<file path="src/status_flags_pkg.sv">
// Package: register map, flag positions, reset values and bus types for the status-flag block
package status_flags_pkg;

  // Register byte offsets
  localparam logic [7:0] ctrl_offset = 8'h00;
  localparam logic [7:0] status_one_offset = 8'h04;
  localparam logic [7:0] data_high_offset = 8'h08;
  localparam logic [7:0] data_low_offset = 8'h0c;
  localparam logic [7:0] tx_data_offset = 8'h10;

  // Status flag positions
  localparam int tx_buffer_empty_flag_pos = 7;
  localparam int tc_pos = 6;
  localparam int rx_buffer_full_flag_pos = 5;
  localparam int idle_pos = 4;
  localparam int or_pos = 3;
  localparam int nf_pos = 2;
  localparam int fe_pos = 1;
  localparam int pf_pos = 0;

  // Control field positions
  localparam int frame9_pos = 0;
  localparam int parity_en_pos = 1;
  localparam int parity_odd_pos = 2;
  localparam int standby_pos = 3;

  // Reset values
  localparam logic [7:0] status_reset = 8'hc0;
  localparam logic [3:0] ctrl_reset = 4'h0;

  // Idle detection: consecutive ones per frame length
  localparam logic [3:0] idle_ones_8bit = 4'ha;
  localparam logic [3:0] idle_ones_9bit = 4'hb;

  // A frame handed over by the receive shifter
  typedef struct packed {
    logic [8:0] data;
    logic noise;
    logic stop_bit;
    logic parity_bit;
  } rx_frame_t;

  // Transmit-side events from the shifter
  typedef struct packed {
    logic load;
    logic busy;
    logic queue;
  } tx_events_t;

endpackage

</file>
<file path="src/rx_data_hold.sv">
// Receive data holding register, updated only when a frame is accepted
`timescale 1ns/1ps
module rx_data_hold (
  input wire logic clk, // System clock
  input wire logic reset, // Asynchronous reset, active high
  input wire logic write_en, // Accept a new frame
  input wire logic [8:0] write_data, // Frame data bits
  output logic [8:0] read_data // Held frame, registered
);

  always_ff @(posedge clk or posedge reset) begin
    if (reset) begin
      read_data <= 9'h000;
    end else if (write_en) begin
      read_data <= write_data;
    end
  end

endmodule

</file>
<file path="src/status_flags.sv">
// Top: first status register flag logic with its APB register slave
//
// The register addresses and the APB register port were decided locally.
`timescale 1ns/1ps
module status_flags (
  input wire logic clk, // System clock, 100 MHz
  input wire logic reset, // Asynchronous reset, active high
  input wire logic psel, // APB select
  input wire logic penable, // APB enable
  input wire logic pwrite, // APB direction
  input wire logic [7:0] paddr, // APB byte address
  input wire logic [31:0] pwdata, // APB write data
  output logic [31:0] prdata, // APB read data
  output logic pready, // APB ready
  output logic pslverr, // APB error on unmapped address
  input wire logic rx_pin, // Receive line from the remote node
  input wire logic rx_bit_tick, // One-cycle pulse per received bit time
  input wire logic rx_frame_done, // Pulse: a frame's stop bit completed
  input wire status_flags_pkg::rx_frame_t rx_frame, // Frame contents at rx_frame_done
  input wire status_flags_pkg::tx_events_t tx_events, // Transmit shifter events
  input wire logic wake_event, // Pulse: wakeup detected, clears standby
  output logic tx_data_valid, // Transmit data register holds unsent data
  output logic [8:0] tx_data, // Transmit data register contents
  output logic tx_line_idle, // Drive transmit line high
  output logic rx_request // Receiver request, gated by standby
);

  logic [7:0] status_reg;
  logic [7:0] status_next;
  logic [7:0] armed_reg;
  logic [3:0] ctrl_reg;
  logic [3:0] ones_count_reg;
  logic idle_allowed_reg;
  logic [2:0] rx_sync_reg;
  logic rx_level_reg;
  logic [8:0] held_data;
  logic tx_valid_reg;
  logic [8:0] tx_data_reg;

  logic setup_phase;
  logic wr_access;
  logic rd_access;
  logic status_rd;
  logic data_low_rd;
  logic data_low_wr;
  logic frame_accepted;
  logic overrun_event;
  logic parity_calc;
  logic idle_event;
  logic [3:0] idle_target;
  logic [31:0] read_mux;
  logic hit;

  function automatic logic addr_is(input logic [7:0] a, input logic [7:0] off);
    return a == off;
  endfunction

  function automatic logic mapped(input logic [7:0] a);
    return addr_is(a, status_flags_pkg::ctrl_offset) ||
      addr_is(a, status_flags_pkg::status_one_offset) ||
      addr_is(a, status_flags_pkg::data_high_offset) ||
      addr_is(a, status_flags_pkg::data_low_offset) ||
      addr_is(a, status_flags_pkg::tx_data_offset);
  endfunction

  // Zero-wait slave: pready is raised in the first access cycle
  assign setup_phase = psel && !penable;
  assign wr_access = psel && penable && pready && pwrite;
  assign rd_access = psel && penable && pready && !pwrite;
  assign hit = mapped(paddr);
  assign status_rd = rd_access && addr_is(paddr, status_flags_pkg::status_one_offset);
  assign data_low_rd = rd_access && addr_is(paddr, status_flags_pkg::data_low_offset);
  assign data_low_wr = wr_access && addr_is(paddr, status_flags_pkg::data_low_offset);

  always_ff @(posedge clk or posedge reset) begin
    if (reset) begin
      pready <= 1'b0;
    end else begin
      pready <= setup_phase;
    end
  end

  always_comb begin
    read_mux = 32'h0000_0000;
    if (addr_is(paddr, status_flags_pkg::ctrl_offset)) begin
      read_mux[3:0] = ctrl_reg;
    end else if (addr_is(paddr, status_flags_pkg::status_one_offset)) begin
      read_mux[7:0] = status_reg;
    end else if (addr_is(paddr, status_flags_pkg::data_high_offset)) begin
      read_mux[7] = held_data[8];
    end else if (addr_is(paddr, status_flags_pkg::data_low_offset)) begin
      read_mux[7:0] = held_data[7:0];
    end else if (addr_is(paddr, status_flags_pkg::tx_data_offset)) begin
      read_mux[8:0] = tx_data_reg;
    end
  end

  always_ff @(posedge clk or posedge reset) begin
    if (reset) begin
      prdata <= 32'h0000_0000;
      pslverr <= 1'b0;
    end else if (setup_phase) begin
      prdata <= pwrite ? 32'h0000_0000 : read_mux;
      pslverr <= !hit;
    end else begin
      prdata <= 32'h0000_0000;
      pslverr <= 1'b0;
    end
  end

  // Control register; standby bit is cleared by hardware on wake
  always_ff @(posedge clk or posedge reset) begin
    if (reset) begin
      ctrl_reg <= status_flags_pkg::ctrl_reset;
    end else begin
      if (wr_access && addr_is(paddr, status_flags_pkg::ctrl_offset)) begin
        ctrl_reg <= pwdata[3:0];
      end
      if (wake_event) begin
        ctrl_reg[status_flags_pkg::standby_pos] <= 1'b0;
      end
    end
  end

  // Transmit data register (9 bits); high bit written at its own offset
  always_ff @(posedge clk or posedge reset) begin
    if (reset) begin
      tx_data_reg <= 9'h000;
      tx_valid_reg <= 1'b0;
    end else begin
      if (wr_access && addr_is(paddr, status_flags_pkg::data_high_offset)) begin
        tx_data_reg[8] <= pwdata[6];
      end
      if (data_low_wr) begin
        tx_data_reg[7:0] <= pwdata[7:0];
        tx_valid_reg <= 1'b1;
      end else if (tx_events.load) begin
        tx_valid_reg <= 1'b0;
      end
    end
  end

  // Receive line: three flops, a change counts once the last two agree
  always_ff @(posedge clk or posedge reset) begin
    if (reset) begin
      rx_sync_reg <= 3'b111;
      rx_level_reg <= 1'b1;
    end else begin
      rx_sync_reg <= {rx_sync_reg[1:0], rx_pin};
      if (rx_sync_reg[1] == rx_sync_reg[2]) begin
        rx_level_reg <= rx_sync_reg[2];
      end
    end
  end

  // Reception blocked while framing error stands
  assign frame_accepted = rx_frame_done && !status_reg[status_flags_pkg::fe_pos] &&
    !status_reg[status_flags_pkg::rx_buffer_full_flag_pos];
  assign overrun_event = rx_frame_done && !status_reg[status_flags_pkg::fe_pos] &&
    status_reg[status_flags_pkg::rx_buffer_full_flag_pos];

  // New frame is written only when accepted, so overrun keeps old data
  rx_data_hold hold_inst (
    .clk(clk),
    .reset(reset),
    .write_en(frame_accepted),
    .write_data(rx_frame.data),
    .read_data(held_data)
  );

  // Received parity check: even type expects even total, odd type odd
  always_comb begin
    if (ctrl_reg[status_flags_pkg::frame9_pos]) begin
      parity_calc = ^rx_frame.data[7:0];
    end else begin
      parity_calc = ^rx_frame.data[6:0];
    end
    parity_calc = parity_calc ^ rx_frame.parity_bit ^ ctrl_reg[status_flags_pkg::parity_odd_pos];
  end

  // Idle counter runs on bit ticks; target depends on frame length
  assign idle_target = ctrl_reg[status_flags_pkg::frame9_pos] ?
    status_flags_pkg::idle_ones_9bit : status_flags_pkg::idle_ones_8bit;

  always_ff @(posedge clk or posedge reset) begin
    if (reset) begin
      ones_count_reg <= 4'h0;
    end else if (!rx_level_reg) begin
      ones_count_reg <= 4'h0;
    end else if (rx_bit_tick && ones_count_reg != idle_target) begin
      ones_count_reg <= ones_count_reg + 4'h1;
    end
  end

  assign idle_event = rx_level_reg && rx_bit_tick && ones_count_reg == idle_target - 4'h1 &&
    idle_allowed_reg && !ctrl_reg[status_flags_pkg::standby_pos];

  // After an idle report, a new valid frame must re-enable it
  always_ff @(posedge clk or posedge reset) begin
    if (reset) begin
      idle_allowed_reg <= 1'b1;
    end else if (frame_accepted) begin
      idle_allowed_reg <= 1'b1;
    end else if (idle_event) begin
      idle_allowed_reg <= 1'b0;
    end
  end

  // Arm each clear only for flags seen set by a status read. The word returned
  // was captured at the setup edge, so arm from it: a flag raised between setup
  // and access was never seen and must survive the following data access.
  always_ff @(posedge clk or posedge reset) begin
    if (reset) begin
      armed_reg <= 8'h00;
    end else if (status_rd) begin
      armed_reg <= prdata[7:0];
    end else if (data_low_rd) begin
      armed_reg[5:0] <= 6'h00;
    end else if (data_low_wr) begin
      armed_reg[7:6] <= 2'b00;
    end
  end

  always_comb begin
    status_next = status_reg;
    // Software clears first so that hardware sets win, except complete flag
    if (data_low_wr) begin
      status_next[status_flags_pkg::tx_buffer_empty_flag_pos] =
        status_reg[status_flags_pkg::tx_buffer_empty_flag_pos] && !armed_reg[status_flags_pkg::tx_buffer_empty_flag_pos];
      status_next[status_flags_pkg::tc_pos] =
        status_reg[status_flags_pkg::tc_pos] && !armed_reg[status_flags_pkg::tc_pos];
    end
    if (data_low_rd) begin
      status_next[5:0] = status_reg[5:0] & ~armed_reg[5:0];
    end
    if (tx_events.load) begin
      status_next[status_flags_pkg::tx_buffer_empty_flag_pos] = 1'b1;
    end
    if (status_next[status_flags_pkg::tx_buffer_empty_flag_pos] && !tx_events.busy) begin
      status_next[status_flags_pkg::tc_pos] = 1'b1;
    end
    if (tx_events.busy || tx_events.queue || data_low_wr) begin
      status_next[status_flags_pkg::tc_pos] = 1'b0;
    end
    if (frame_accepted) begin
      status_next[status_flags_pkg::rx_buffer_full_flag_pos] = 1'b1;
      status_next[status_flags_pkg::nf_pos] = rx_frame.noise;
      status_next[status_flags_pkg::fe_pos] = !rx_frame.stop_bit;
      status_next[status_flags_pkg::pf_pos] =
        ctrl_reg[status_flags_pkg::parity_en_pos] && parity_calc;
    end
    if (overrun_event) begin
      status_next[status_flags_pkg::or_pos] = 1'b1;
    end
    if (idle_event) begin
      status_next[status_flags_pkg::idle_pos] = 1'b1;
    end
  end

  always_ff @(posedge clk or posedge reset) begin
    if (reset) begin
      status_reg <= status_flags_pkg::status_reset;
    end else begin
      status_reg <= status_next;
    end
  end

  // Outputs registered
  always_ff @(posedge clk or posedge reset) begin
    if (reset) begin
      tx_data_valid <= 1'b0;
      tx_data <= 9'h000;
      tx_line_idle <= 1'b1;
      rx_request <= 1'b0;
    end else begin
      tx_data_valid <= tx_valid_reg;
      tx_data <= tx_data_reg;
      tx_line_idle <= status_next[status_flags_pkg::tc_pos];
      rx_request <= !ctrl_reg[status_flags_pkg::standby_pos] &&
        (status_next[status_flags_pkg::rx_buffer_full_flag_pos] || status_next[status_flags_pkg::or_pos] ||
        status_next[status_flags_pkg::idle_pos]);
    end
  end

endmodule

</file>
<file path="config.mk">
export PLATFORM = sky130hd
export DESIGN_NAME = status_flags
export DESIGN_NICKNAME = d
export VERILOG_FILES = /design/src/status_flags_pkg.sv /design/src/rx_data_hold.sv /design/src/status_flags.sv
export SDC_FILE = /design/constraint.sdc
export NUM_CORES = 1
export LEC_CHECK = 0
export BUFFER_PORTS_ARGS = -buffer_cell sky130_fd_sc_hd__buf_2
export CAP_MARGIN = 5
export CORE_MARGIN = 5
export CORE_UTILIZATION = 30
export DETAILED_ROUTE_END_ITERATION = 8
export GPL_ROUTABILITY_DRIVEN = 0
export PLACE_DENSITY = 0.64
export SYNTH_ARGS = -nofsm -noshare
export SYNTH_HDL_FRONTEND = slang
export SYNTH_SLANG_ARGS = --single-unit
</file>
<file path="constraint.sdc">
create_clock -name clk -period 2.4 [get_ports clk]
set_input_delay 0.24 -clock clk [delete_from_list [all_inputs] [get_ports clk]]
set_output_delay 0.24 -clock clk [all_outputs]
set_load 0.05 [all_outputs]
</file>
### Word level (Yosys, flattened, before mapping)

Cells that the tools add are included.

| word-level totals | value |
|---|---|
| input port bits | 64 |
| word-level logic and storage cells | 123 |
| bits in registers | 94 |

| cells by class | value |
|---|---|
| equality and inequality tests | 9 |
| add/subtract/negate cells | 2 |
| reductions and logical operators | 51 |
| bitwise operators | 4 |
| mux-type cells | 36 |

Operators by type and width:

| cell | count |
|---|---|
| $mux W9 | 3 |
| $mux W8 | 3 |
| $logic_and A1 B1 Y1 | 23 |
| $mux W1 | 18 |
| $eq A8 B4 Y1 const B | 2 |
| $mux W4 | 4 |
| $mux W6 | 2 |
| $reduce_bool A2 Y1 | 6 |
| $logic_not A1 Y1 | 10 |
| $eq A8 B3 Y1 const B | 1 |
| $eq A8 B5 Y1 const B | 1 |
| $logic_not A8 Y1 | 1 |
| $logic_or A1 B1 Y1 | 8 |
| $reduce_xor A8 Y1 | 1 |
| $mux W7 | 1 |
| $reduce_xor A7 Y1 | 1 |
| $and A6 B6 Y6 | 1 |
| $mux W2 | 3 |
| $not A6 Y6 | 1 |
| $mux W5 | 1 |
| $add A4 B1 Y4 const B | 1 |
| $eq A4 B4 Y1 | 1 |
| $ne A4 B4 Y1 | 1 |
| $sub A4 B1 Y4 const B | 1 |
| other kinds (6) | 7 |

### Logic depth before layout (Yosys ltp)

| logic depth | value |
|---|---|
| word-level depth | 9 |
| mapped depth | 6 |
| gate-level depth less buffers | 4 |

### Modules after synthesis

From an unflattened synthesis, not the netlist that was laid out.

| second synthesis, totals | value |
|---|---|
| cells, all modules | 275 |
| area total of the unflattened synthesis | 3256.9 sq um |

By module, submodules not included:

| module | instances | sequential area each (sq um) | cells an instance | area each (sq um) |
|---|---|---|---|---|
| status_flags | 1 | 1510.2 | 255 | 2881.5 |
| rx_data_hold | 1 | 225.2 | 20 | 375.4 |

### Least setup slack after synthesis

No wires, ideal clock.

| path | value |
|---|---|
| path type | flip-flop to flip-flop |
| from | register pready |
| to | register ctrl_reg[0] |
| cell stages (with the launch flop) | 5 |
| library setup time | 125 ps |
| slack | 616 ps |
| data arrival time | 1659 ps |
| required time | 2275 ps |
| path through | dfrtp_1 -> and3_1 -> nand4_1 -> nor3_2 -> mux2_2 |

| between the ends | value |
|---|---|
| word-level cells in the longest chain between the ends | 3 |

RTL lines:

| element | RTL line | RTL |
|---|---|---|
| from (decl) | status_flags.sv:14 | `output logic pready,` |
| from (signal assigned) | status_flags.sv:79 | `pready <= setup_phase;` |
| $logic_and A1 B1 Y1 (2 in a row) | status_flags.sv:68 | `assign wr_access = psel && penable && pready && pwrite;` |
| $logic_and A1 B1 Y1 | status_flags.sv:116 | `if (wr_access && addr_is(paddr, status_flags_pkg::ctrl_offset)) begin` |
| to (signal assigned) | status_flags.sv:114 | `ctrl_reg <= status_flags_pkg::ctrl_reset;` |
| to (signal assigned) | status_flags.sv:117 | `ctrl_reg <= pwdata[3:0];` |
| to (decl) | status_flags.sv:31 | `logic [3:0] ctrl_reg;` |

Every way passes these cells.
A chain may end at the register's enable or synchronous reset.

### Worst setup path in the final report

Same ends and word-level chain as after synthesis.

==> flow_summary.json <==
{
  "yosysMostFrequentCell": "dfrtp_1",
  "fin_setup_tns_ps": 0,
  "hold_class": "input pin to register",
  "cts_setup_buffers": 0,
  "pwr_density_cell_nw_per_um2": 668.4,
  "clock_path_buffers": 2,
  "num_rows": 37,
  "timing.rr.start": "pready",
  "synth_warnings": 0,
  "critPathTopFamily": "simple AND/OR/NAND/NOR gates",
  "clk_pin_slew_worst_paths_ps": 70,
  "holdWs_ps": 96.34,
  "via_per_inst": 4.620,
  "clock-sinks": 69,
  "synth_area_leaders": "dfrtp_1, nand2_1, dfstp_2",
  "ant_nets": 0,
  "cp_max_fo": 4,
  "num_io_pins": 110,
  "rsz0062_at_grt": "false",
  "irDropWorstVdd_mv": 0.3928,
  "htree_levels": 3,
  "drive_above_1_share_pct": 28.23,
  "finClkSkew_ps": 8.637,
  "core-area_um2": 10320,
  "fill_cells": 1048,
  "status": "finished, final reports clean",
  "hold_violations": 0,
  "path_depth": 4,
  "fin_crit_ps": 1671,
  "synth-seq-area-share_pct": 54.78,
  "critPathCaptureType": "register",
  "syn_inst": 295,
  "cp-endpoint": "ctrl_reg[0]",
  "clockRootBuffer": "clkbuf_8",
  "crit_buf_inv": 0,
  "crit_type": "register to register",
  "firstDrtPassIters": 4,
  "diodes": 0,
  "die_w_um": 112.8,
  "clock.fmax_mhz": 598.4,
  "ys_seq_elements": 69,
  "grt_max_degree": 69,
  "overflow": 0,
  "r2r_cells": 4,
  "syn_to_final_growth_pct": 18.72,
  "crit_required_ps": 2630,
  "maxSlewViolCount": 0,
  "timing.rr.end": "ctrl_reg[0]",
  "hpwl_mm": 5.548,
  "hold_path_depth": 3,
  "setup_viol": 0,
  "multi_input_area_um2": 1266,
  "final_nets": 432,
  "wl_mm": 7.368,
  "num_vias": 2347,
  "synth_cell_types": 52,
  "cpMaxStageDelayCell": "mux2_2",
  "wl_per_cell_um": 14.50,
  "synthDominantCellAreaShare_pct": 48.97,
  "cts_buffers": 9,
  "worst_pin_slew_ps": 485.1,
  "initial_utilization_pct": 30.69,
  "reg2reg_slack_ps": 730,
  "clock_latency_ps": 340,
  "slowest_delay_ps": 380,
  "dieHeight_um": 112.8,
  "port_buffers": 62,
  "cap_violations": 0,
  "ys.flop_type": "dfrtp_1",
  "cts.repair.resized": 0,
  "synthArstFlopShare_pct": 100.0,
  "cp_cell_sequence": "and3_1, nand4_1, nor3_2, mux2_2",
  "synth_top_cell_by_area": "dfrtp_1",
  "avgSynthCellArea_um2": 10.74,
  "synth_edf_count": 0,
  "finalCritPeriodShare_pct": 69.63,
  "largest_reg_flops": 18,
  "antenna_found_initial": 0,
  "grt_pass1_vias": 2366,
  "leakagePower_nw": 1.873,
  "gr-usage-all-layers_pct": 12.14,
  "postCtsHoldBufs": 3,
  "drc": 0,
  "arrival_ps": 1900,
  "drt-initial-drc-count": 78,
  "startpoint_type": "register",
  "critPathLaunch": "pready",
  "regArea_um2": 1735,
  "dieArea_um2": 12710,
  "slew_headroom_pct": 67.32,
  "grt_pass1_wl_mm": 12.17,
  "synthesis.area_um2": 3168,
  "cts_tree": "built",
  "ys_top_cells_by_count": "dfrtp_1, nand2_1, buf_4"
}
-- per-stage QoR --
stage | power [mW] | std cells | worst slack (ps) | utilization [%] | instance area (µm²)
floorplan | 1.643 | 317 | 431.7 | - | 3251
CTS | 2.543 | 507 | 710.6 | 36.34 | 3751
finish | 2.514 | 508 | 729.0 | 36.43 | 3761
global route | 2.659 | 508 | 615.9 | 36.43 | 3761
detailed placement | 1.745 | 488 | 494.3 | 34.50 | 3562
global placement | 1.733 | 488 | 549.2 | 34.50 | 3562
-- layout make-up --
type / count / share of cell area [%]
tap: 136 / 4.524
clock inverter: 5 / 0.7319
timing repair buffer: 68 / 10.05
multi-input combinational: 205 / 33.67
inverter: 14 / 1.397
sequential: 69 / 46.14
clock buffer: 11 / 3.493
-- cell families after synthesis --
family                     after synthesis  synth area share, %
other                                    1               0.1184
and+or+nand+nor                        109                18.44
muxes                                   15                5.213
buffers and inverters                   43                7.859
DFF                                     69                54.78
xor gates and xnor gates                11                3.476
AOI/OAI and AO/OA                       45                9.400
adders and majority gates                2               0.7108
-- where the power goes --
group	total (mW)	leakage [nW]	internal (mW)	switching (mW)
Clock	0.784	0.0829	0.368	0.416
Sequential	1.36	0.903	1.27	0.0858
Combinational	0.371	0.887	0.125	0.246
-- how the worst min path moves through the flow --
stage | start | to
after floorplan | rx_pin | rx_sync_reg[0]
after global placement | reset | hold_inst.read_data[3]
after detailed placement | reset | hold_inst.read_data[3]
after CTS | tx_events[0] | status_reg[6]
after global routing | rx_frame[11] | hold_inst.read_data[8]
final | rx_frame[11] | hold_inst.read_data[8]
-- cell usage in the layout (no fill, tap or decap), types with 3 or more instances in the layout --
| cell | count |
|---|---|
| a22oi_1 | 5 |
| and2_1 | 3 |
| and3_1 | 3 |
| and3b_1 | 3 |
| buf_2 | 62 |
| clkbuf_8 | 9 |
| clkinv_2 | 4 |
| conb_1 | 23 |
| dfrtp_1 | 62 |
| dfstp_2 | 7 |
| dlygate4sd3_1 | 4 |
| inv_1 | 12 |
| mux2_2 | 12 |
| mux2i_1 | 3 |
| nand2_1 | 56 |
| nand2b_1 | 3 |
| nand3b_1 | 4 |
| nand4_1 | 4 |
| nor2_1 | 7 |
| nor2b_1 | 8 |
| nor3_1 | 3 |
| o211a_1 | 4 |
| o21ai_0 | 18 |
| o22ai_1 | 4 |
| xnor2_1 | 7 |
| xor2_1 | 3 |
-- routing by layer --
metal  part of all wire, %  global-route usage (%)  vias to the layer above
li1                      -                       -                     1106
met1                    44                   15.22                     1152
met2                    48                   19.47                       72
met3                   5.7                   3.957                       17
met4                   2.1                   4.728                        0
met5                     0                       0                        -
-- tightest hold or removal path, stage by stage --
cell and delay (ps):
buf_2 80, nand2_1 40, nand2_1 50
No activity file was read; power rests on OpenSTA's default activity.
